[config.mk]
export PLATFORM = sky130hd
export DESIGN_NAME = ens_sleep_ctrl
export DESIGN_NICKNAME = d
export VERILOG_FILES = /design/src/hw/ens_pkg.sv /design/src/hw/ens_sleep_ctrl.sv
export VERILOG_INCLUDE_DIRS = /design/src /design/src/hw
export SDC_FILE = /design/constraint.sdc
export NUM_CORES = 1
export LEC_CHECK = 0
export BUFFER_PORTS_ARGS = -buffer_cell sky130_fd_sc_hd__buf_2
export CORE_ASPECT_RATIO = 2
export CORE_MARGIN = 4
export CORE_UTILIZATION = 60
export CTS_CLUSTER_SIZE = 25
export DETAILED_ROUTE_END_ITERATION = 7
export PLACE_DENSITY = 0.78
export SKIP_CTS_REPAIR_TIMING = 1
export SYNTH_ARGS = -nofsm -noshare
export SYNTH_HDL_FRONTEND = slang
export SYNTH_SLANG_ARGS = --single-unit
[constraint.sdc]
create_clock -name CLK_I -period 6.85 [get_ports CLK_I]
set_input_delay 0.3425 -clock CLK_I [delete_from_list [all_inputs] [get_ports CLK_I]]
set_output_delay 0.3425 -clock CLK_I [all_outputs]
set_load 0.01 [all_outputs]
[src/hw/ens_defines.svh]
// Constants for the end node sleep controller: offsets, fields, resets, timing.
// Assumes a 125 MHz clock and an APB slave with 32-bit word registers.
//
// Overview of operation
// - Mode 1 follows the sleep request pin.
// - Modes 4 and 5 sleep then wake to poll.
// - Mode 5 also wakes on falling request edge.
// - Mode 4 ignores the request pin for waking.
// - Poll the parent every 100 ms awake.
// - Receiver on until ack; pending keeps it on.
// - Awake indicator high awake, low asleep.
// - With flow control, CTS high asleep, low awake.
// - Link LED forced low during sleep.
// - Request pin pulled down while asleep.
// - Asleep: other pins kept, serial and radio ignored.
// - Unjoined device scans channel mask on wake.
// - Pin sleep waits for transfers and scans.
// - Pin mode wakes when request goes low.
// - First poll 1-2 ms after pin wake.
// - Cyclic wake stays only for data.
// - Serial or radio bytes restart wake-hold timer.
// - Sleep on timer expiry or sleep command.
// - Sleep period 0x20..0xAF0 in 10 ms units.
// - Period count 1..0xFFFF multiplies the period.
// - Option 0x02 full hold, 0x04 extended sleep.
// - Count above 1 raises indicator only selectively.
`ifndef ENS_DEFINES_SVH
`define ENS_DEFINES_SVH
// ------------------------------------------------------------
// Register byte offsets
// ------------------------------------------------------------
`define ENS_OFF_MODE 12'h000
`define ENS_OFF_PERIOD 12'h004
`define ENS_OFF_COUNT 12'h008
`define ENS_OFF_OPTIONS 12'h00C
`define ENS_OFF_HOLD 12'h010
`define ENS_OFF_CONFIG 12'h014
`define ENS_OFF_COMMAND 12'h018
`define ENS_OFF_STATUS 12'h01C
// ------------------------------------------------------------
// Field positions and values
// ------------------------------------------------------------
`define ENS_CFG_CTS_BIT 0
`define ENS_CFG_LED_BIT 1
`define ENS_CFG_LEDVAL_BIT 2
`define ENS_CMD_SLEEP_BIT 0
`define ENS_OPT_FULL_HOLD_BIT 1
`define ENS_OPT_EXTENDED_BIT 2
`define ENS_MODE_PIN 3'h1
`define ENS_MODE_CYCLIC 3'h4
`define ENS_MODE_CYCLIC_PIN 3'h5
`define ENS_PERIOD_MIN 12'h020
`define ENS_PERIOD_MAX 12'hAF0
`define ENS_COUNT_MIN 16'h0001
// ------------------------------------------------------------
// Reset values
// ------------------------------------------------------------
`define ENS_RST_MODE 3'h0
`define ENS_RST_PERIOD 12'h020
`define ENS_RST_COUNT 16'h0001
`define ENS_RST_OPTIONS 8'h00
`define ENS_RST_HOLD 16'h0005
// ------------------------------------------------------------
// Timing
// ------------------------------------------------------------
`define ENS_CLK_MHZ 125
`define ENS_TICK_US 10000
`define ENS_TICK_CYC (`ENS_TICK_US * `ENS_CLK_MHZ)
`define ENS_POLL_MS 100
`define ENS_POLL_TICKS (`ENS_POLL_MS / 10)
`define ENS_FIRST_POLL_US 1000
`define ENS_FIRST_POLL_CYC (`ENS_FIRST_POLL_US * `ENS_CLK_MHZ)
`endif

[src/hw/ens_pkg.sv]
// Types shared by the end node sleep controller.
// Assumes ens_defines.svh is compiled alongside.
package ens_pkg;
  // Power state of the node
  typedef enum logic [1:0] {ENS_AWAKE, ENS_DRAIN, ENS_ASLEEP} ens_state_e;
  // Poll sequence state
  typedef enum logic [1:0] {ENS_P_IDLE, ENS_P_WAIT_ACK, ENS_P_RX} ens_poll_e;
endpackage

[src/hw/ens_sleep_ctrl.sv]
// Sleep controller for a battery-powered wireless end node.
// Assumes an APB master on CLK_I and a radio/serial stack that reports events as pulses.
//
// The register offsets and the APB register port are this design's own decisions.
`timescale 1ns/1ps
`include "ens_defines.svh"
module ens_sleep_ctrl #(
  parameter int TICK_CYC = `ENS_TICK_CYC,
  parameter int FIRST_POLL_CYC = `ENS_FIRST_POLL_CYC
)(
  input wire logic CLK_I,
  input wire logic RST_N_I,
  input wire logic PSEL_I,
  input wire logic PENABLE_I,
  input wire logic PWRITE_I,
  input wire logic [11:0] PADDR_I,
  input wire logic [31:0] PWDATA_I,
  output logic [31:0] PRDATA_O,
  output logic PREADY_O,
  output logic PSLVERR_O,
  input wire logic SLEEP_REQUEST_PIN_I,
  input wire logic STACK_BUSY_I,
  input wire logic JOINED_I,
  input wire logic POLL_ACK_I,
  input wire logic POLL_PENDING_I,
  input wire logic RADIO_BYTE_I,
  input wire logic SERIAL_BYTE_I,
  input wire logic RX_DONE_I,
  output logic POLL_REQ_O,
  output logic RX_ENABLE_O,
  output logic SCAN_START_O,
  output logic AWAKE_O,
  output logic CTS_O,
  output logic LINK_LED_O,
  output logic REQ_PULLDOWN_O,
  output logic SERIAL_ACCEPT_O,
  output logic RADIO_ACCEPT_O
);
  import ens_pkg::*;

  // ------------------------------------------------------------
  // Registers
  // ------------------------------------------------------------
  logic [2:0] sleep_mode_select_r; // Mode selector
  logic [11:0] sleep_period_r; // Base period, 10 ms units
  logic [15:0] sleep_period_count_r; // Period multiplier
  logic [7:0] sleep_options_r; // Option bits
  logic [15:0] wake_hold_timer_r; // Hold time, 10 ms units
  logic cts_flow_enable_r; // Hardware flow control on
  logic link_led_config_r; // LED pin configured
  logic link_led_value_r; // Configured LED level
  logic sleep_cmd_r; // Sleep-immediately pulse
  ens_state_e state_r; // Power state
  ens_poll_e poll_r; // Poll state
  logic req_meta_r; // Synchroniser stage one
  logic req_sync_r; // Synchronised request
  logic req_prev_r; // For edge detect
  logic [23:0] tick_cnt_r; // 10 ms prescaler
  logic tick; // One 10 ms tick
  logic [27:0] sleep_left_r; // Ticks left asleep
  logic [15:0] hold_left_r; // Ticks left awake
  logic hold_run_r; // Hold timer active
  logic [3:0] poll_ticks_r; // Ticks to next poll
  logic [16:0] first_poll_r; // First poll delay
  logic [15:0] cycle_cnt_r; // Silent wake cycles
  logic indicate_r; // Indicator permitted
  logic wake_ev; // Wake event this cycle
  logic apb_wr;
  logic apb_rd;
  logic cyclic;
  logic asleep;
  logic data_ev;
  logic [27:0] sleep_total;

  assign apb_wr = PSEL_I && PENABLE_I && PWRITE_I;
  assign apb_rd = PSEL_I && PENABLE_I && !PWRITE_I;
  assign cyclic = (sleep_mode_select_r == `ENS_MODE_CYCLIC) ||
                  (sleep_mode_select_r == `ENS_MODE_CYCLIC_PIN);
  assign asleep = (state_r == ENS_ASLEEP);
  // Bytes count only while awake; asleep input is ignored
  assign data_ev = !asleep && (RADIO_BYTE_I || SERIAL_BYTE_I);
  // Extended sleep multiplies, short sleep uses the base period
  assign sleep_total = sleep_options_r[`ENS_OPT_EXTENDED_BIT] ?
                       28'(sleep_period_r * sleep_period_count_r) :
                       28'(sleep_period_r);

  // ------------------------------------------------------------
  // Request pin synchroniser
  // ------------------------------------------------------------
  always_ff @(posedge CLK_I or negedge RST_N_I)
  begin
    if (!RST_N_I)
    begin
      req_meta_r <= 1'b0;
      req_sync_r <= 1'b0;
      req_prev_r <= 1'b0;
    end
    else
    begin
      req_meta_r <= SLEEP_REQUEST_PIN_I;
      req_sync_r <= req_meta_r;
      req_prev_r <= req_sync_r;
    end
  end

  // ------------------------------------------------------------
  // APB register writes
  // ------------------------------------------------------------
  // Out-of-range settings are clamped so the timers never see zero
  always_ff @(posedge CLK_I or negedge RST_N_I)
  begin
    if (!RST_N_I)
    begin
      sleep_mode_select_r <= `ENS_RST_MODE;
      sleep_period_r <= `ENS_RST_PERIOD;
      sleep_period_count_r <= `ENS_RST_COUNT;
      sleep_options_r <= `ENS_RST_OPTIONS;
      wake_hold_timer_r <= `ENS_RST_HOLD;
      cts_flow_enable_r <= 1'b0;
      link_led_config_r <= 1'b0;
      link_led_value_r <= 1'b0;
      sleep_cmd_r <= 1'b0;
    end
    else
    begin
      sleep_cmd_r <= 1'b0;
      if (apb_wr)
      begin
        if (PADDR_I == `ENS_OFF_MODE)
          sleep_mode_select_r <= PWDATA_I[2:0];
        else if (PADDR_I == `ENS_OFF_PERIOD)
        begin
          // Period bounded to its legal range
          if (PWDATA_I[11:0] < `ENS_PERIOD_MIN || PWDATA_I[31:12] != 20'h00000)
            sleep_period_r <= (PWDATA_I[31:12] != 20'h00000) ? `ENS_PERIOD_MAX :
                              `ENS_PERIOD_MIN;
          else if (PWDATA_I[11:0] > `ENS_PERIOD_MAX)
            sleep_period_r <= `ENS_PERIOD_MAX;
          else
            sleep_period_r <= PWDATA_I[11:0];
        end
        else if (PADDR_I == `ENS_OFF_COUNT)
          sleep_period_count_r <= (PWDATA_I[15:0] == 16'h0000) ? `ENS_COUNT_MIN :
                                  PWDATA_I[15:0];
        else if (PADDR_I == `ENS_OFF_OPTIONS)
          sleep_options_r <= PWDATA_I[7:0];
        else if (PADDR_I == `ENS_OFF_HOLD)
          wake_hold_timer_r <= (PWDATA_I[15:0] == 16'h0000) ? 16'h0001 : PWDATA_I[15:0];
        else if (PADDR_I == `ENS_OFF_CONFIG)
        begin
          cts_flow_enable_r <= PWDATA_I[`ENS_CFG_CTS_BIT];
          link_led_config_r <= PWDATA_I[`ENS_CFG_LED_BIT];
          link_led_value_r <= PWDATA_I[`ENS_CFG_LEDVAL_BIT];
        end
        else if (PADDR_I == `ENS_OFF_COMMAND)
          sleep_cmd_r <= PWDATA_I[`ENS_CMD_SLEEP_BIT];
      end
    end
  end

  // ------------------------------------------------------------
  // APB read data and response
  // ------------------------------------------------------------
  // Zero wait states: ready in every access cycle
  always_ff @(posedge CLK_I or negedge RST_N_I)
  begin
    if (!RST_N_I)
    begin
      PRDATA_O <= 32'h00000000;
      PREADY_O <= 1'b0;
      PSLVERR_O <= 1'b0;
    end
    else
    begin
      PREADY_O <= PSEL_I && !PENABLE_I;
      PSLVERR_O <= 1'b0;
      PRDATA_O <= 32'h00000000;
      if (PSEL_I && !PENABLE_I && !PWRITE_I)
      begin
        if (PADDR_I == `ENS_OFF_MODE)
          PRDATA_O <= {29'h0, sleep_mode_select_r};
        else if (PADDR_I == `ENS_OFF_PERIOD)
          PRDATA_O <= {20'h0, sleep_period_r};
        else if (PADDR_I == `ENS_OFF_COUNT)
          PRDATA_O <= {16'h0, sleep_period_count_r};
        else if (PADDR_I == `ENS_OFF_OPTIONS)
          PRDATA_O <= {24'h0, sleep_options_r};
        else if (PADDR_I == `ENS_OFF_HOLD)
          PRDATA_O <= {16'h0, wake_hold_timer_r};
        else if (PADDR_I == `ENS_OFF_CONFIG)
          PRDATA_O <= {29'h0, link_led_value_r, link_led_config_r, cts_flow_enable_r};
        else if (PADDR_I == `ENS_OFF_STATUS)
          PRDATA_O <= {26'h0, poll_r, state_r, hold_run_r, req_sync_r};
        else if (PADDR_I == `ENS_OFF_COMMAND)
          PRDATA_O <= 32'h00000000;
        else
          PSLVERR_O <= 1'b1; // Unmapped address
      end
      else if (PSEL_I && !PENABLE_I)
      begin
        // Unmapped write flagged the same way
        if (PADDR_I > `ENS_OFF_STATUS || PADDR_I[1:0] != 2'h0)
          PSLVERR_O <= 1'b1;
      end
    end
  end

  // ------------------------------------------------------------
  // 10 ms tick prescaler
  // ------------------------------------------------------------
  always_ff @(posedge CLK_I or negedge RST_N_I)
  begin
    if (!RST_N_I)
      tick_cnt_r <= 24'h000000;
    else if (tick)
      tick_cnt_r <= 24'h000000;
    else
      tick_cnt_r <= tick_cnt_r + 24'h000001;
  end
  assign tick = (tick_cnt_r == 24'(TICK_CYC - 1));

  // ------------------------------------------------------------
  // Wake sources
  // ------------------------------------------------------------
  always_comb
  begin
    wake_ev = 1'b0;
    if (sleep_mode_select_r == `ENS_MODE_PIN)
      wake_ev = !req_sync_r;
    else if (sleep_mode_select_r == `ENS_MODE_CYCLIC_PIN)
      wake_ev = (tick && sleep_left_r <= 28'h1) ||
                (req_prev_r && !req_sync_r);
    else if (sleep_mode_select_r == `ENS_MODE_CYCLIC)
      wake_ev = tick && sleep_left_r <= 28'h1;
    else
      wake_ev = 1'b1;
  end

  // ------------------------------------------------------------
  // Power state machine
  // ------------------------------------------------------------
  always_ff @(posedge CLK_I or negedge RST_N_I)
  begin
    if (!RST_N_I)
      state_r <= ENS_AWAKE;
    else
    begin
      case (state_r)
        ENS_AWAKE:
        begin
          if (sleep_mode_select_r == `ENS_MODE_PIN && req_sync_r)
            state_r <= ENS_DRAIN;
          else if (cyclic && (sleep_cmd_r || (hold_run_r && tick &&
                   hold_left_r <= 16'h1)))
            state_r <= ENS_DRAIN;
          else if (cyclic && !hold_run_r && poll_r == ENS_P_WAIT_ACK && POLL_ACK_I &&
                   !POLL_PENDING_I && !sleep_options_r[`ENS_OPT_FULL_HOLD_BIT])
            state_r <= ENS_DRAIN;
        end
        ENS_DRAIN:
        begin
          if (!cyclic && sleep_mode_select_r != `ENS_MODE_PIN)
            state_r <= ENS_AWAKE;
          else if (sleep_mode_select_r == `ENS_MODE_PIN && !req_sync_r)
            state_r <= ENS_AWAKE;
          else if (!STACK_BUSY_I)
            state_r <= ENS_ASLEEP;
        end
        ENS_ASLEEP:
        begin
          if (wake_ev)
            state_r <= ENS_AWAKE;
        end
        default:
          state_r <= ENS_AWAKE;
      endcase
    end
  end

  // ------------------------------------------------------------
  // Sleep period counter
  // ------------------------------------------------------------
  always_ff @(posedge CLK_I or negedge RST_N_I)
  begin
    if (!RST_N_I)
      sleep_left_r <= 28'h0000000;
    else if (state_r != ENS_ASLEEP)
      sleep_left_r <= sleep_total; // 10 ms units
    else if (tick && sleep_left_r != 28'h0)
      sleep_left_r <= sleep_left_r - 28'h1;
  end

  // ------------------------------------------------------------
  // Wake-hold timer
  // ------------------------------------------------------------
  // Each byte reloads; full-hold option arms it at every wake
  always_ff @(posedge CLK_I or negedge RST_N_I)
  begin
    if (!RST_N_I)
    begin
      hold_run_r <= 1'b0;
      hold_left_r <= 16'h0000;
    end
    else if (!cyclic || state_r != ENS_AWAKE)
    begin
      hold_run_r <= 1'b0;
      hold_left_r <= wake_hold_timer_r;
    end
    else if (data_ev || (!hold_run_r && (sleep_options_r[`ENS_OPT_FULL_HOLD_BIT] ||
             (poll_r == ENS_P_WAIT_ACK && POLL_ACK_I && POLL_PENDING_I))))
    begin
      hold_run_r <= 1'b1;
      hold_left_r <= wake_hold_timer_r;
    end
    else if (hold_run_r && tick && hold_left_r != 16'h0)
      hold_left_r <= hold_left_r - 16'h1;
  end

  // ------------------------------------------------------------
  // Poll scheduling and receiver gating
  // ------------------------------------------------------------
  always_ff @(posedge CLK_I or negedge RST_N_I)
  begin
    if (!RST_N_I)
    begin
      poll_r <= ENS_P_IDLE;
      poll_ticks_r <= 4'h0;
      first_poll_r <= 17'h00000;
      POLL_REQ_O <= 1'b0;
      RX_ENABLE_O <= 1'b0;
    end
    else
    begin
      POLL_REQ_O <= 1'b0;
      if (state_r == ENS_ASLEEP)
      begin
        poll_r <= ENS_P_IDLE;
        poll_ticks_r <= 4'h0;
        first_poll_r <= 17'(FIRST_POLL_CYC);
        RX_ENABLE_O <= 1'b0;
      end
      else
      begin
        if (first_poll_r != 17'h0)
          first_poll_r <= first_poll_r - 17'h1;
        if (tick && poll_ticks_r != 4'h0)
          poll_ticks_r <= poll_ticks_r - 4'h1;
        case (poll_r)
          ENS_P_IDLE:
          begin
            if (JOINED_I && first_poll_r <= 17'h1 && poll_ticks_r == 4'h0)
            begin
              POLL_REQ_O <= 1'b1;
              RX_ENABLE_O <= 1'b1;
              poll_ticks_r <= 4'(`ENS_POLL_TICKS);
              poll_r <= ENS_P_WAIT_ACK;
            end
          end
          ENS_P_WAIT_ACK:
          begin
            if (POLL_ACK_I)
            begin
              RX_ENABLE_O <= POLL_PENDING_I;
              poll_r <= POLL_PENDING_I ? ENS_P_RX : ENS_P_IDLE;
            end
          end
          ENS_P_RX:
          begin
            if (RX_DONE_I)
            begin
              RX_ENABLE_O <= 1'b0;
              poll_r <= ENS_P_IDLE;
            end
          end
          default:
            poll_r <= ENS_P_IDLE;
        endcase
      end
    end
  end

  // ------------------------------------------------------------
  // Silent polling cycle count
  // ------------------------------------------------------------
  always_ff @(posedge CLK_I or negedge RST_N_I)
  begin
    if (!RST_N_I)
    begin
      cycle_cnt_r <= 16'h0000;
      indicate_r <= 1'b1;
    end
    else if (!cyclic || sleep_period_count_r == 16'h0001)
    begin
      cycle_cnt_r <= 16'h0000;
      indicate_r <= 1'b1;
    end
    else if (state_r == ENS_ASLEEP && wake_ev)
    begin
      // Count wake cycles; the Nth one shows
      if (cycle_cnt_r + 16'h1 >= sleep_period_count_r)
      begin
        cycle_cnt_r <= 16'h0000;
        indicate_r <= 1'b1;
      end
      else
      begin
        cycle_cnt_r <= cycle_cnt_r + 16'h1;
        indicate_r <= 1'b0;
      end
    end
    else if (state_r == ENS_AWAKE && RADIO_BYTE_I)
      indicate_r <= 1'b1;
  end

  // ------------------------------------------------------------
  // Pin outputs
  // ------------------------------------------------------------
  always_ff @(posedge CLK_I or negedge RST_N_I)
  begin
    if (!RST_N_I)
    begin
      AWAKE_O <= 1'b0;
      CTS_O <= 1'b0;
      LINK_LED_O <= 1'b0;
      REQ_PULLDOWN_O <= 1'b0;
      SERIAL_ACCEPT_O <= 1'b0;
      RADIO_ACCEPT_O <= 1'b0;
      SCAN_START_O <= 1'b0;
    end
    else
    begin
      AWAKE_O <= (state_r != ENS_ASLEEP) && indicate_r;
      CTS_O <= cts_flow_enable_r && (state_r == ENS_ASLEEP);
      LINK_LED_O <= link_led_config_r && link_led_value_r &&
                    (state_r != ENS_ASLEEP);
      REQ_PULLDOWN_O <= (state_r == ENS_ASLEEP);
      SERIAL_ACCEPT_O <= (state_r != ENS_ASLEEP);
      RADIO_ACCEPT_O <= (state_r != ENS_ASLEEP);
      // Scan pulse lands as the pull-down lets go, so it never shows while asleep
      SCAN_START_O <= REQ_PULLDOWN_O && (state_r != ENS_ASLEEP) && !JOINED_I;
    end
  end
endmodule

Word level (Yosys, flattened, before mapping)

Cells that the tools add are included.
W data, S select, Z words.

Word-level logic and storage cells: 235
Output and inout bits: 43
Register bits: 215
Input port bits: 57

Reductions and logical operators: 81
$add $sub $neg: 6
Eq/ne operators: 24
Order comparisons: 7
Multiplexer cells: 78
Multipliers: 1
Bitwise operators: 5

Operators by type and width:

| kind                    | number |
|---|---|
| $mux W16                | 13 |
| $mux W28                | 3 |
| $eq A12 B5 Y1 const B   | 4 |
| $mux W12                | 3 |
| $mux W1                 | 35 |
| $logic_and A1 B1 Y1     | 34 |
| $mux W17                | 2 |
| $le A28 B1 Y1 const B   | 1 |
| $mul A12 B16 Y28        | 1 |
| $reduce_bool A28 Y1     | 1 |
| $sub A28 B1 Y28 const B | 1 |
| $add A24 B1 Y24 const B | 1 |
| $eq A12 B4 Y1 const B   | 2 |
| $eq A24 B21 Y1 const B  | 1 |
| $mux W2                 | 12 |
| $mux W24                | 1 |
| $reduce_bool A20 Y1     | 1 |
| $le A17 B1 Y1 const B   | 1 |
| $reduce_bool A17 Y1     | 1 |
| $sub A17 B1 Y17 const B | 1 |
| $add A16 B1 Y16 const B | 1 |
| $eq A16 B1 Y1 const B   | 1 |
| $ge A16 B16 Y1          | 1 |
| $le A16 B1 Y1 const B   | 1 |
| 35 further kinds        | 79 |

Depth between registers and ports, before layout

Gate-level depths: netlist (run 1).

Depth in word-level cells: 11
Mapped depth: 21
Gate-level depth less buffers: 19

Worst setup path before layout (run 1)

No wires, ideal clock.

Kind: register -> register
Start point: register sleep_period_r[5]
End point: register sleep_left_r[16]
Cell stages (with the launch flop): 20
Arrival time: 5.756 ns
Period minus slack after synthesis: 5.875 ns
Path buffers: 2
Library setup time: 0.119 ns
Path slack: 0.975 ns
Required time: 6.731 ns
Cells stage by stage: dfstp_2 clkbuf_1 buf_1 nand2_1 fa_1 fa_1 inv_1 ha_1 fa_1 inv_1 fa_1 inv_1 ha_1 a21o_1 a2111oi_0 a211oi_1 or4_1 a31oi_1 a21oi_1 o21ba_1

Cells in the longest elaborated chain, start to end: 3

Ends and longest elaborated chain:

| item                   | RTL line              | RTL |
|---|---|---|
| start, declared        | ens_sleep_ctrl.sv:45  | `logic [11:0] sleep_period_r;` |
| start signal, assigned | ens_sleep_ctrl.sv:115 | `` sleep_period_r <= `ENS_RST_PERIOD; `` |
| start signal, assigned | ens_sleep_ctrl.sv:135 | `` sleep_period_r <= (PWDATA_I[31:12] != 20'h00000) ? `ENS_PERIOD_MAX : `` |
| start signal, assigned | ens_sleep_ctrl.sv:138 | `` sleep_period_r <= `ENS_PERIOD_MAX; `` |
| $mul A12 B16 Y28       | ens_sleep_ctrl.sv:84  | `28'(sleep_period_r * sleep_period_count_r) :` |
| $mux W28               | ens_sleep_ctrl.sv:83  | `` assign sleep_total = sleep_options_r[`ENS_OPT_EXTENDED_BIT] ? `` |
| $mux W28               | ens_sleep_ctrl.sv:287 | `else if (state_r != ENS_ASLEEP)` |
| end signal, assigned   | ens_sleep_ctrl.sv:288 | `sleep_left_r <= sleep_total;` |
| end signal, assigned   | ens_sleep_ctrl.sv:290 | `sleep_left_r <= sleep_left_r - 28'h1;` |
| end, declared          | ens_sleep_ctrl.sv:60  | `logic [27:0] sleep_left_r;` |

No other way between the ends.
A chain may end at the register's enable or synchronous reset.

Final worst setup path (run 1)

Start point: register sleep_period_r[4]
End point: register sleep_left_r[16]

The elaborated chain is that of the path after synthesis.

==> results.toml, run 1 <==
[place]
hpwl_um = 33360
place.gp.congestion = 0.9316
port_buffers = 83

[cells_and_area]
drive_gt1_share_pct = 9.317
ff_latch_area_sq_um = 4986
insertedDiodeCount = 0
layout_common_cells = "inv_1, nand2_1, dfrtp_1"
layout_commonest_cell = "inv_1"
area_growth_pct = 7.316
num-fill-cells = 2212
multi_input_area_sq_um = 10380
nets = 2164

[yosys]
synth_ff_type = "dfrtp_1"
ys_seq_area_share_pct = 30.02
synth_top_cell_area_share_pct = 29.23
synth_largest_area_cell = "dfrtp_1"
synth_edf_count = 0
netlist_area_sq_um = 16610
netlist_instances = 1844
ys_warn_count = 0
synth_top_cells_by_area = "dfrtp_1, fa_1, ha_1"
yosysUniqueCellTypes = 77
synth_area_per_cell_sq_um = 9.006
ys_ff_latch = 199
async_flop_share_pct = 100.0

[floorplanning]
rows = 85
core_sq_um = 27120
die_w_um = 125.6
die_h_um = 243.3
ios = 100
start_util_pct = 61.24
die_area_sq_um = 30570

[drt]
vias = 13645
viasPerCell = 6.100
wl_um = 43320
drcViolationCount = 0
wl_met3_um = 2158
top_layer_used = "met4"
wl_per_cell_um = 19.36
drt-pass1-iter-count = 8
wl_met1_um = 14420
ant_nets = 0
drt_iter0_markers = 807
met2_length_um = 23370

[hold_path]
hold_start = "JOINED_I"
hold_path.class = "primary input to register"
min_delay_worst_endpoint = "SCAN_START_O$_DFF_PN0_"
min_path_cells = 2

[global_routing]
grt_antenna_before_repair = 0
grt_pass1_wl_um = 71320
overflow = 0
grt_pass1_vias = 14942
grt_max_degree = 79
track_usage_pct = 29.02

[worst_setup_path]
cp-end-kind = "register"
rr_startpoint = "sleep_period_r[4]$_DFFE_PN0P_"
crit_arrival_ns = 6.27
reg2reg_to = "sleep_left_r[16]$_DFFE_PN0P_"
r2r_slack_ns = 0.93
required_ns = 7.20
start_kind = "register"
reg2reg_depth = 18
crit_fanout = 19
critPathKind = "register to register"

[sta]
worstMarginPinSlew_ns = 1.225
hold_slack_ns = 0.06469
finalHoldViolations = 0
slew_viol_final = 0
finClkSkew_ns = 0.01642
setup_tns_ns = 0
fmax_mhz = 168.9
rsz0062_at_grt = "no"
timing.final.crit_share_pct = 86.43
min_period_ns = 5.920
setup_viol = 0
slew_headroom_pct = 18.28

[clock_network]
cts_buffer_depth = 2
htree_levels = 4
clock-sinks = 199
clk_latency_ns = 0.46
cts_root_buffer = "clkbuf_16"
clkTransAtPathRegs_ns = 0.08
cts_buffers = 17
cts_tree = "built"

[flow_run]
maxCapViolCount = 0

[pwr]
totalPowerFinal_uw = 2558
worst_ir_drop_vdd_mv = 0.2480
p_per_area_nw_per_um2 = 143.5
p_leak_uw = 0.008769

[status]
status = "finished clean"
## kinds of logic after synthesis
family	after synthesis	share of synthesized area [%]
multiplexers	35	2.418
buffers and inverters	330	7.888
adder cells (fa/ha/maj)	231	23.73
other	1	0.02258
AO/OA/AOI/OAI	288	11.04
XOR/XNOR	99	5.221
flip-flops	199	30.02
AND/OR/NAND/NOR	661	19.66
## area by class of cell
class                   instances  area share, %
multi-input cells            1330          58.26
flip-flops and latches        199          27.98
inverters                     229          4.823
repair buffers                 99          3.082
well taps                     348          2.443
clock buffers                  17          2.387
clock inverters                15          1.025
## Yosys cell counts, types with 9 or more instances
library cell  number
o21a_1             9
xor2_1            43
a21oi_1           89
o21ai_1           34
o21ai_0           29
dfrtp_1          194
a31oi_1            9
or3_1             13
nand2b_1          11
or4_1             10
o22ai_1           14
inv_1            228
fa_1             140
mux2_2            25
o211ai_1          10
nor4_1            28
and3_1            17
nor2b_1           16
clkbuf_1          73
nand2_1          227
nor2_1           120
xnor2_1           56
nand3_1           51
buf_4             17
ha_1              91
and2_1            71
nor3_1            37
nand4_1           24
a211oi_1          22
a21o_1            12
## flip-flops by register name, summed over array words and instances (netlist names), 2 cells and up
register              count
sleep_period_r           12
poll_ticks_r              4
tick_cnt_r               24
wake_hold_timer_r        16
sleep_left_r             28
sleep_mode_select_r       3
cycle_cnt_r              16
sleep_options_r           8
PRDATA_O                 16
sleep_period_count_r     16
hold_left_r              16
first_poll_r             17
poll_r                    2
state_r                   2
## worst max-delay path, stage by stage, from the launching register on
cell	delay, ns
dfrtp_1	0.88
nand2_1	0.16
fa_1	0.53
fa_1	0.52
inv_1	0.04
ha_1	0.31
fa_1	0.54
inv_1	0.05
fa_1	0.52
inv_1	0.04
ha_1	0.36
a21o_1	0.20
a2111oi_0	0.40
buf_4	0.20
a211oi_1	0.07
or4_1	0.51
a31oi_1	0.18
a21oi_1	0.06
o21ba_1	0.20
## routing by layer
metal	up-vias	track usage, %
met5	-	0
met4	0	21.01
met3	237	4.428
met2	574	53.26
met1	6644	29.22
li1	6190	-
## power breakdown
group	switching (uW)	leakage [uW]	total, uW	internal (uW)
clock	518	0.000287	1040	524
sequential	52.3	0.00260	1280	1220
combinational	148	0.00588	239	91.5
## how the worst max path moves through the flow
stage,start,end
floorplan,sleep_period_r[5]$_DFFE_PN1P_,sleep_left_r[16]$_DFFE_PN0P_
global placement,sleep_period_r[4]$_DFFE_PN0P_,sleep_left_r[16]$_DFFE_PN0P_
detailed placement,sleep_period_r[4]$_DFFE_PN0P_,sleep_left_r[27]$_DFFE_PN0P_
CTS,sleep_period_r[4]$_DFFE_PN0P_,sleep_left_r[27]$_DFFE_PN0P_
global route,sleep_period_r[4]$_DFFE_PN0P_,sleep_left_r[16]$_DFFE_PN0P_
finish,sleep_period_r[4]$_DFFE_PN0P_,sleep_left_r[16]$_DFFE_PN0P_
## stage by stage
stage / worst slack [ns] / cells / utilization, % / area (sq um)
finish: 0.9295 / 2237 / 65.72 / 17820
global route: 0.6195 / 2237 / 65.72 / 17820
CTS: 0.9713 / 2235 / 65.64 / 17800
detailed placement: 0.9826 / 2203 / 63.40 / 17190
global placement: 1.050 / 2203 / 63.40 / 17190
floorplan: 0.9752 / 1859 / - / 16660
Power figures use the tool's default switching activity.
==> run 2, diff against run 1 <==
CELL_PAD_IN_SITES_DETAIL_PLACEMENT = 1   (was not set)
CELL_PAD_IN_SITES_GLOBAL_PLACEMENT = 1   (was not set)
CORE_UTILIZATION = 49   (was 60)
PLACE_DENSITY = 0.82   (was 0.78)
==> run 2 against run 1 <==
Effect of this change:
- the run now ends with design-rule violations left
- setup slack got worse by 0.40 ns
- largest power group unchanged
- critical endpoint is now sleep_left_r[25]$_DFFE_PN0P_
- flip-flop and latch count unchanged
- critical path depth decreased by 1
- combinational power increased by 4%
- die area increased by 21%
- design area increased by 0.88%
- highest routed layer unchanged
- clock skew increased by 0.0042 ns
==> results.toml, run 2 (synthesized netlist as in run 1, its figures left out) <==
[status]
status = "complete, but fails checks"
failed_checks = "design-rule violations"

[clock_network]
clk_latency_ns = 0.48
cts_buffer_depth = 2
cts_root_buffer = "clkbuf_16"
cts_buffers = 17
htree_levels = 4
clock-sinks = 199
clkTransAtPathRegs_ns = 0.09
cts_tree = "built"

[cells_and_area]
layout_common_cells = "inv_1, nand2_1, dfrtp_1"
reg.largest.list = "sleep_left_r x28, tick_cnt_r x24, first_poll_r x17"
ff_latch_area_sq_um = 4986
area_growth_pct = 8.265
top_register = "sleep_left_r"
multi_input_area_sq_um = 10390
fin_util_pct = 53.64
largest_register_ffs = 28
drive_gt1_share_pct = 9.274
layout_commonest_cell = "inv_1"
nets = 2162
num-fill-cells = 3991

[pwr]
p_leak_uw = 0.008787
switching_share_pct = 30.41
power_frac_comb_pct = 9.4
p_per_area_nw_per_um2 = 146.7
p_seq_share_pct = 48.5
p_switching_uw = 802.2
power.share.clock_pct = 42.1
worst_ir_drop_vdd_mv = 0.1740
p_int_uw = 1835

[sta]
slew_headroom_pct = 16.00
finalHoldViolations = 0
worstMarginPinSlew_ns = 1.259
min_period_ns = 6.318
finClkSkew_ns = 0.02063
slew_viol_final = 0
setup_viol = 0
fmax_mhz = 158.3
rsz0062_at_grt = "no"
timing.final.crit_share_pct = 92.23
setup_tns_ns = 0

[drt]
wl_um = 51370
ant_nets = 0
wl_per_cell_um = 22.10
vias = 13879
viasPerCell = 5.972
drcViolationCount = 1
drt_iter0_markers = 621
drt-pass1-iter-count = 8

[worst_setup_path]
required_ns = 7.22
crit_arrival_ns = 6.69
crit_fanout = 19
cp-end-kind = "register"
critPathKind = "register to register"
r2r_slack_ns = 0.53
start_kind = "register"

[global_routing]
grt_pass1_vias = 15941
grt_max_degree = 107
track_usage_pct = 28.09
grt_pass1_wl_um = 82820
overflow = 0
grt_antenna_before_repair = 2

[floorplanning]
start_util_pct = 49.54
rows = 95
die_h_um = 268.4
die_area_sq_um = 37080
die_w_um = 138.2
core_sq_um = 33520
ios = 100

[place]
place.gp.congestion = 0.9261
port_buffers = 83
hpwl_um = 39500

[flow_run]
maxCapViolCount = 0

[hold_path]
hold_path.class = "primary input to register"
==> run 2: power by group through the flow <==
stage	sequential [uW]	clock [uW]	combinational, uW
global route	1290	1170	281
detailed placement	1300	0	246
global placement	1290	0	231
floorplan	1290	0	158
finish	1280	1110	248
CTS	1280	1130	249
==> run 2: per-layer routing <==
layer | vias to the layer above | global-route usage, % | share of wire, %
met2 | 410 | 54.73 | 57
met4 | 0 | 17.94 | 6.6
met3 | 207 | 3.543 | 3.7
met1 | 7093 | 27.64 | 33
met5 | - | 0 | 0
li1 | 6169 | - | -
==> run 2: critical path, stage by stage (launching register included) <==
cell       delay (ns)
dfrtp_1          0.92
nand2_1          0.18
fa_1             0.58
fa_1             0.44
fa_1             0.49
inv_1            0.05
fa_1             0.53
inv_1            0.06
fa_1             0.52
inv_1            0.04
ha_1             0.37
a2111oi_0        0.50
o21ai_0          0.32
a21oi_1          0.46
o211a_1          0.31
a211oi_1         0.11
xnor2_1          0.14
o22ai_1          0.18
==> run 2: cell type report <==
cell class	instances	share of cell area (%)
well taps	436	3.034
inverters	229	4.781
multi-input cells	1330	57.77
diodes	1	0.01392
flip-flops and latches	199	27.73
clock inverters	15	1.267
repair buffers	97	3.041
clock buffers	17	2.366
==> run 2: stage by stage <==
| step | hold slack, ns | total power (uW) | setup WS, ns | cells | instance area, sq um |
|---|---|---|---|---|---|
| finish | 0.04261 | 2638 | 0.5324 | 2324 | 17980 |
| global route | 0.03696 | 2740 | 0.3468 | 2323 | 17980 |
| CTS | -0.05277 | 2656 | 0.6342 | 2321 | 17960 |
| detailed placement | 0.3512 | 1546 | 0.6790 | 2289 | 17300 |
| global placement | 0.3487 | 1525 | 0.9872 | 2289 | 17300 |
| floorplan | 0.04691 | 1444 | 0.9752 | 1859 | 16660 |
==> run 2: path summary, 6_finish.rpt <==
kind / startpoint / to / cells after the start
setup / recovery: sleep_period_r[4]$_DFFE_PN0P_ / sleep_left_r[25]$_DFFE_PN0P_ / 17
setup reg to reg: sleep_period_r[4]$_DFFE_PN0P_ / sleep_left_r[25]$_DFFE_PN0P_ / 17
min in group asynchronous: RST_N_I / sleep_left_r[27]$_DFFE_PN0P_ / 2
hold reg to reg: req_meta_r$_DFF_PN0_ / req_sync_r$_DFF_PN0_ / 0
hold / removal: JOINED_I / SCAN_START_O$_DFF_PN0_ / 2
max in group asynchronous: RST_N_I / sleep_options_r[4]$_DFFE_PN0P_ / 3
==> run 3, diff against run 2 <==
ABC_AREA = 1   (was not set)
CORE_UTILIZATION = 47   (was 49)
==> run 3 against run 2 <==
Effect of this change:
- the run now ends clean
- core utilization decreased by 2.9 points
- non-clock buffer count down 3
- cell count up 36%
==> results.toml, run 3 <==
[global_routing]
grt_pass1_vias = 19013
overflow = 0
grt_antenna_before_repair = 0
track_usage_pct = 29.27
grt_pass1_wl_um = 98530
grt_max_degree = 163

[sta]
finClkSkew_ns = 0.02744
setup_viol = 0
timing.final.crit_share_pct = 81.12
setup_tns_ns = 0
hold_slack_ns = 0.02213
finalHoldViolations = 0
min_period_ns = 5.557
worstMarginPinSlew_ns = 1.147
rsz0062_at_grt = "no"
slew_headroom_pct = 23.37
slew_viol_final = 0
fmax_mhz = 180.0

[clock_network]
clk_latency_ns = 0.47
clkTransAtPathRegs_ns = 0.08
htree_levels = 4
cts_root_buffer = "clkbuf_16"
cts_buffer_depth = 2
cts_tree = "built"
cts_buffers = 17
clock-sinks = 199

[yosys]
ys_ff_latch = 199
synth_edf_count = 0
synth_area_per_cell_sq_um = 7.168
synth_ff_type = "dfrtp_1"
netlist_instances = 2603
netlist_area_sq_um = 18660
ys_warn_count = 0
synthTopCellsByCount = "nand2_1, inv_1, nor2_1"
async_flop_share_pct = 100.0
ys_seq_area_share_pct = 26.72
yosysMostFrequentCell = "nand2_1"
yosysUniqueCellTypes = 51
synth_top_cells_by_area = "dfrtp_1, fa_1, nand2_1"
synth_top_cell_area_share_pct = 26.02
synth_largest_area_cell = "dfrtp_1"

[place]
place.gp.congestion = 0.9844
port_buffers = 83
dpl-instance-area_sq_um = 19360
hpwl_um = 50470
placed_cells = 3135

[hold_path]
hold_path.class = "primary input to register"

[cells_and_area]
insertedDiodeCount = 0
finalNonFillerCells = 3168
fin_util_pct = 50.71
area_growth_pct = 6.834
nets = 2918
reg.largest.list = "sleep_left_r x28, tick_cnt_r x24, first_poll_r x17"
drive_gt1_share_pct = 7.302
stdcell_area_sq_um = 19930
largest_register_ffs = 28
layout_commonest_cell = "nand2_1"
top_register = "sleep_left_r"
layout_common_cells = "nand2_1, inv_1, nor2_1"

[worst_setup_path]
cpMostUsedCell = "nand2_1"
crit_arrival_ns = 5.87
critPathKind = "register to register"
start_kind = "register"
crit_fanout = 19
cp_slowest_cell = "dfrtp_1"
cp-end-kind = "register"
cpPeakStageDelay_ns = 0.94
path_cells = "nand2_1 -> fa_1 -> fa_1 -> fa_1 -> inv_1 -> fa_1 -> inv_1 -> fa_1 -> inv_1 -> ha_1 -> nand2_1 -> nor2_1 -> nand2_1 -> nand2_1 -> nand2_1 -> nand2_1 -> a21boi_0 -> o21ai_0 -> a21oi_1"
required_ns = 7.16

[floorplanning]
rows = 103
start_util_pct = 47.47
die_h_um = 289.8
die_w_um = 148.9
die_area_sq_um = 43140
ios = 100
core_sq_um = 39310

[drt]
drcViolationCount = 0
wl_um = 61940
ant_nets = 0
viasPerCell = 5.409
drt_iter0_markers = 780
wl_per_cell_um = 19.55
vias = 17136
drt-pass1-iter-count = 5

[pwr]
worst_ir_drop_vdd_mv = 0.1567
p_per_area_nw_per_um2 = 117.4
p_leak_uw = 0.01115

[status]
status = "finished clean"

[flow_run]
maxCapViolCount = 0
run 3: cell count changes in the layout (fill, tap and decap cells not counted), moves of 27 or more:
| cell | before | now |
|---|---|---|
| and2_1 | 71 | 5 |
| inv_1 | 228 | 518 |
| nand2_1 | 227 | 675 |
| nand3_1 | 51 | 146 |
| nor2_1 | 117 | 265 |
| o21ai_0 | 29 | 96 |
| o21ai_1 | 34 | 7 |
| xnor2_1 | 56 | 23 |
run 3: final cells by class:
cell class / count / area, sq um
timing repair buffer: 94 / 521.8
clock buffer: 19 / 432.9
multi-input combinational: 1788 / 11210
sequential: 199 / 4986
tap: 525 / 656.9
inverter: 530 / 1992
fill: 5095 / 19370
clock inverter: 13 / 132.6
run 3: critical path, delay by kind of cell (launching register included):
| kind | cells | cell delay (ns) |
|---|---|---|
| and+or+nand+nor | 7 | 0.98 |
| AOI/OAI and AO/OA | 3 | 0.39 |
| adders and majority gates | 6 | 2.94 |
| DFF | 1 | 0.94 |
| buffers and inverters | 3 | 0.15 |
run 3: kinds of logic (layout without fill, tap and decap cells):
group,Yosys count,after routing,share of synthesized area [%]
AND/OR/NAND/NOR,1238,1238,28.47
buffers and inverters,631,656,13.52
AO/OA/AOI/OAI,237,237,7.048
adder cells (fa/ha/maj),231,231,21.12
flip-flops,199,199,26.72
XOR/XNOR,66,66,3.098
other,1,16,0.02010
run 3: layer usage:
metal / up-vias / track usage [%] / part of all wire, %
met3: 202 / 3.277 / 2.7
met1: 8535 / 29.31 / 35
met4: 0 / 19.61 / 7.4
li1: 7987 / - / -
met5: - / 0 / 0
met2: 412 / 55.77 / 55
run 3: per-stage QoR:
step	total power [uW]	setup WS, ns
3_5_place_dp	1339	1.347
5_1_grt	2420	1.084
4_1_cts	2368	1.325
3_3_place_gp	1335	1.424
6_report	2341	1.293
2_1_floorplan	1269	1.721
run 3: report_power, final:
group / internal, uW / leakage [uW] / switching, uW / total, uW
Combinational: 34.9 / 0.00823 / 94.3 / 129
Clock: 486 / 0.000281 / 540 / 1030
Sequential: 1180 / 0.00263 / 6.65 / 1190
Total: 1700 / 0.0111 / 641 / 2340
run 3: worst paths after layout:
check	start	endpoint	slack, ns	depth (start not counted)
max	sleep_period_r[4]$_DFFE_PN0P_	sleep_left_r[16]$_DFFE_PN0P_	1.29	19
max reg2reg	sleep_period_r[4]$_DFFE_PN0P_	sleep_left_r[16]$_DFFE_PN0P_	1.29	19
min	SLEEP_REQUEST_PIN_I	req_meta_r$_DFF_PN0_	0.02	1
min in group asynchronous	RST_N_I	sleep_left_r[25]$_DFFE_PN0P_	0.34	2
max in group asynchronous	RST_N_I	sleep_period_r[8]$_DFFE_PN0P_	5.22	3
min reg2reg	req_meta_r$_DFF_PN0_	req_sync_r$_DFF_PN0_	0.37	0
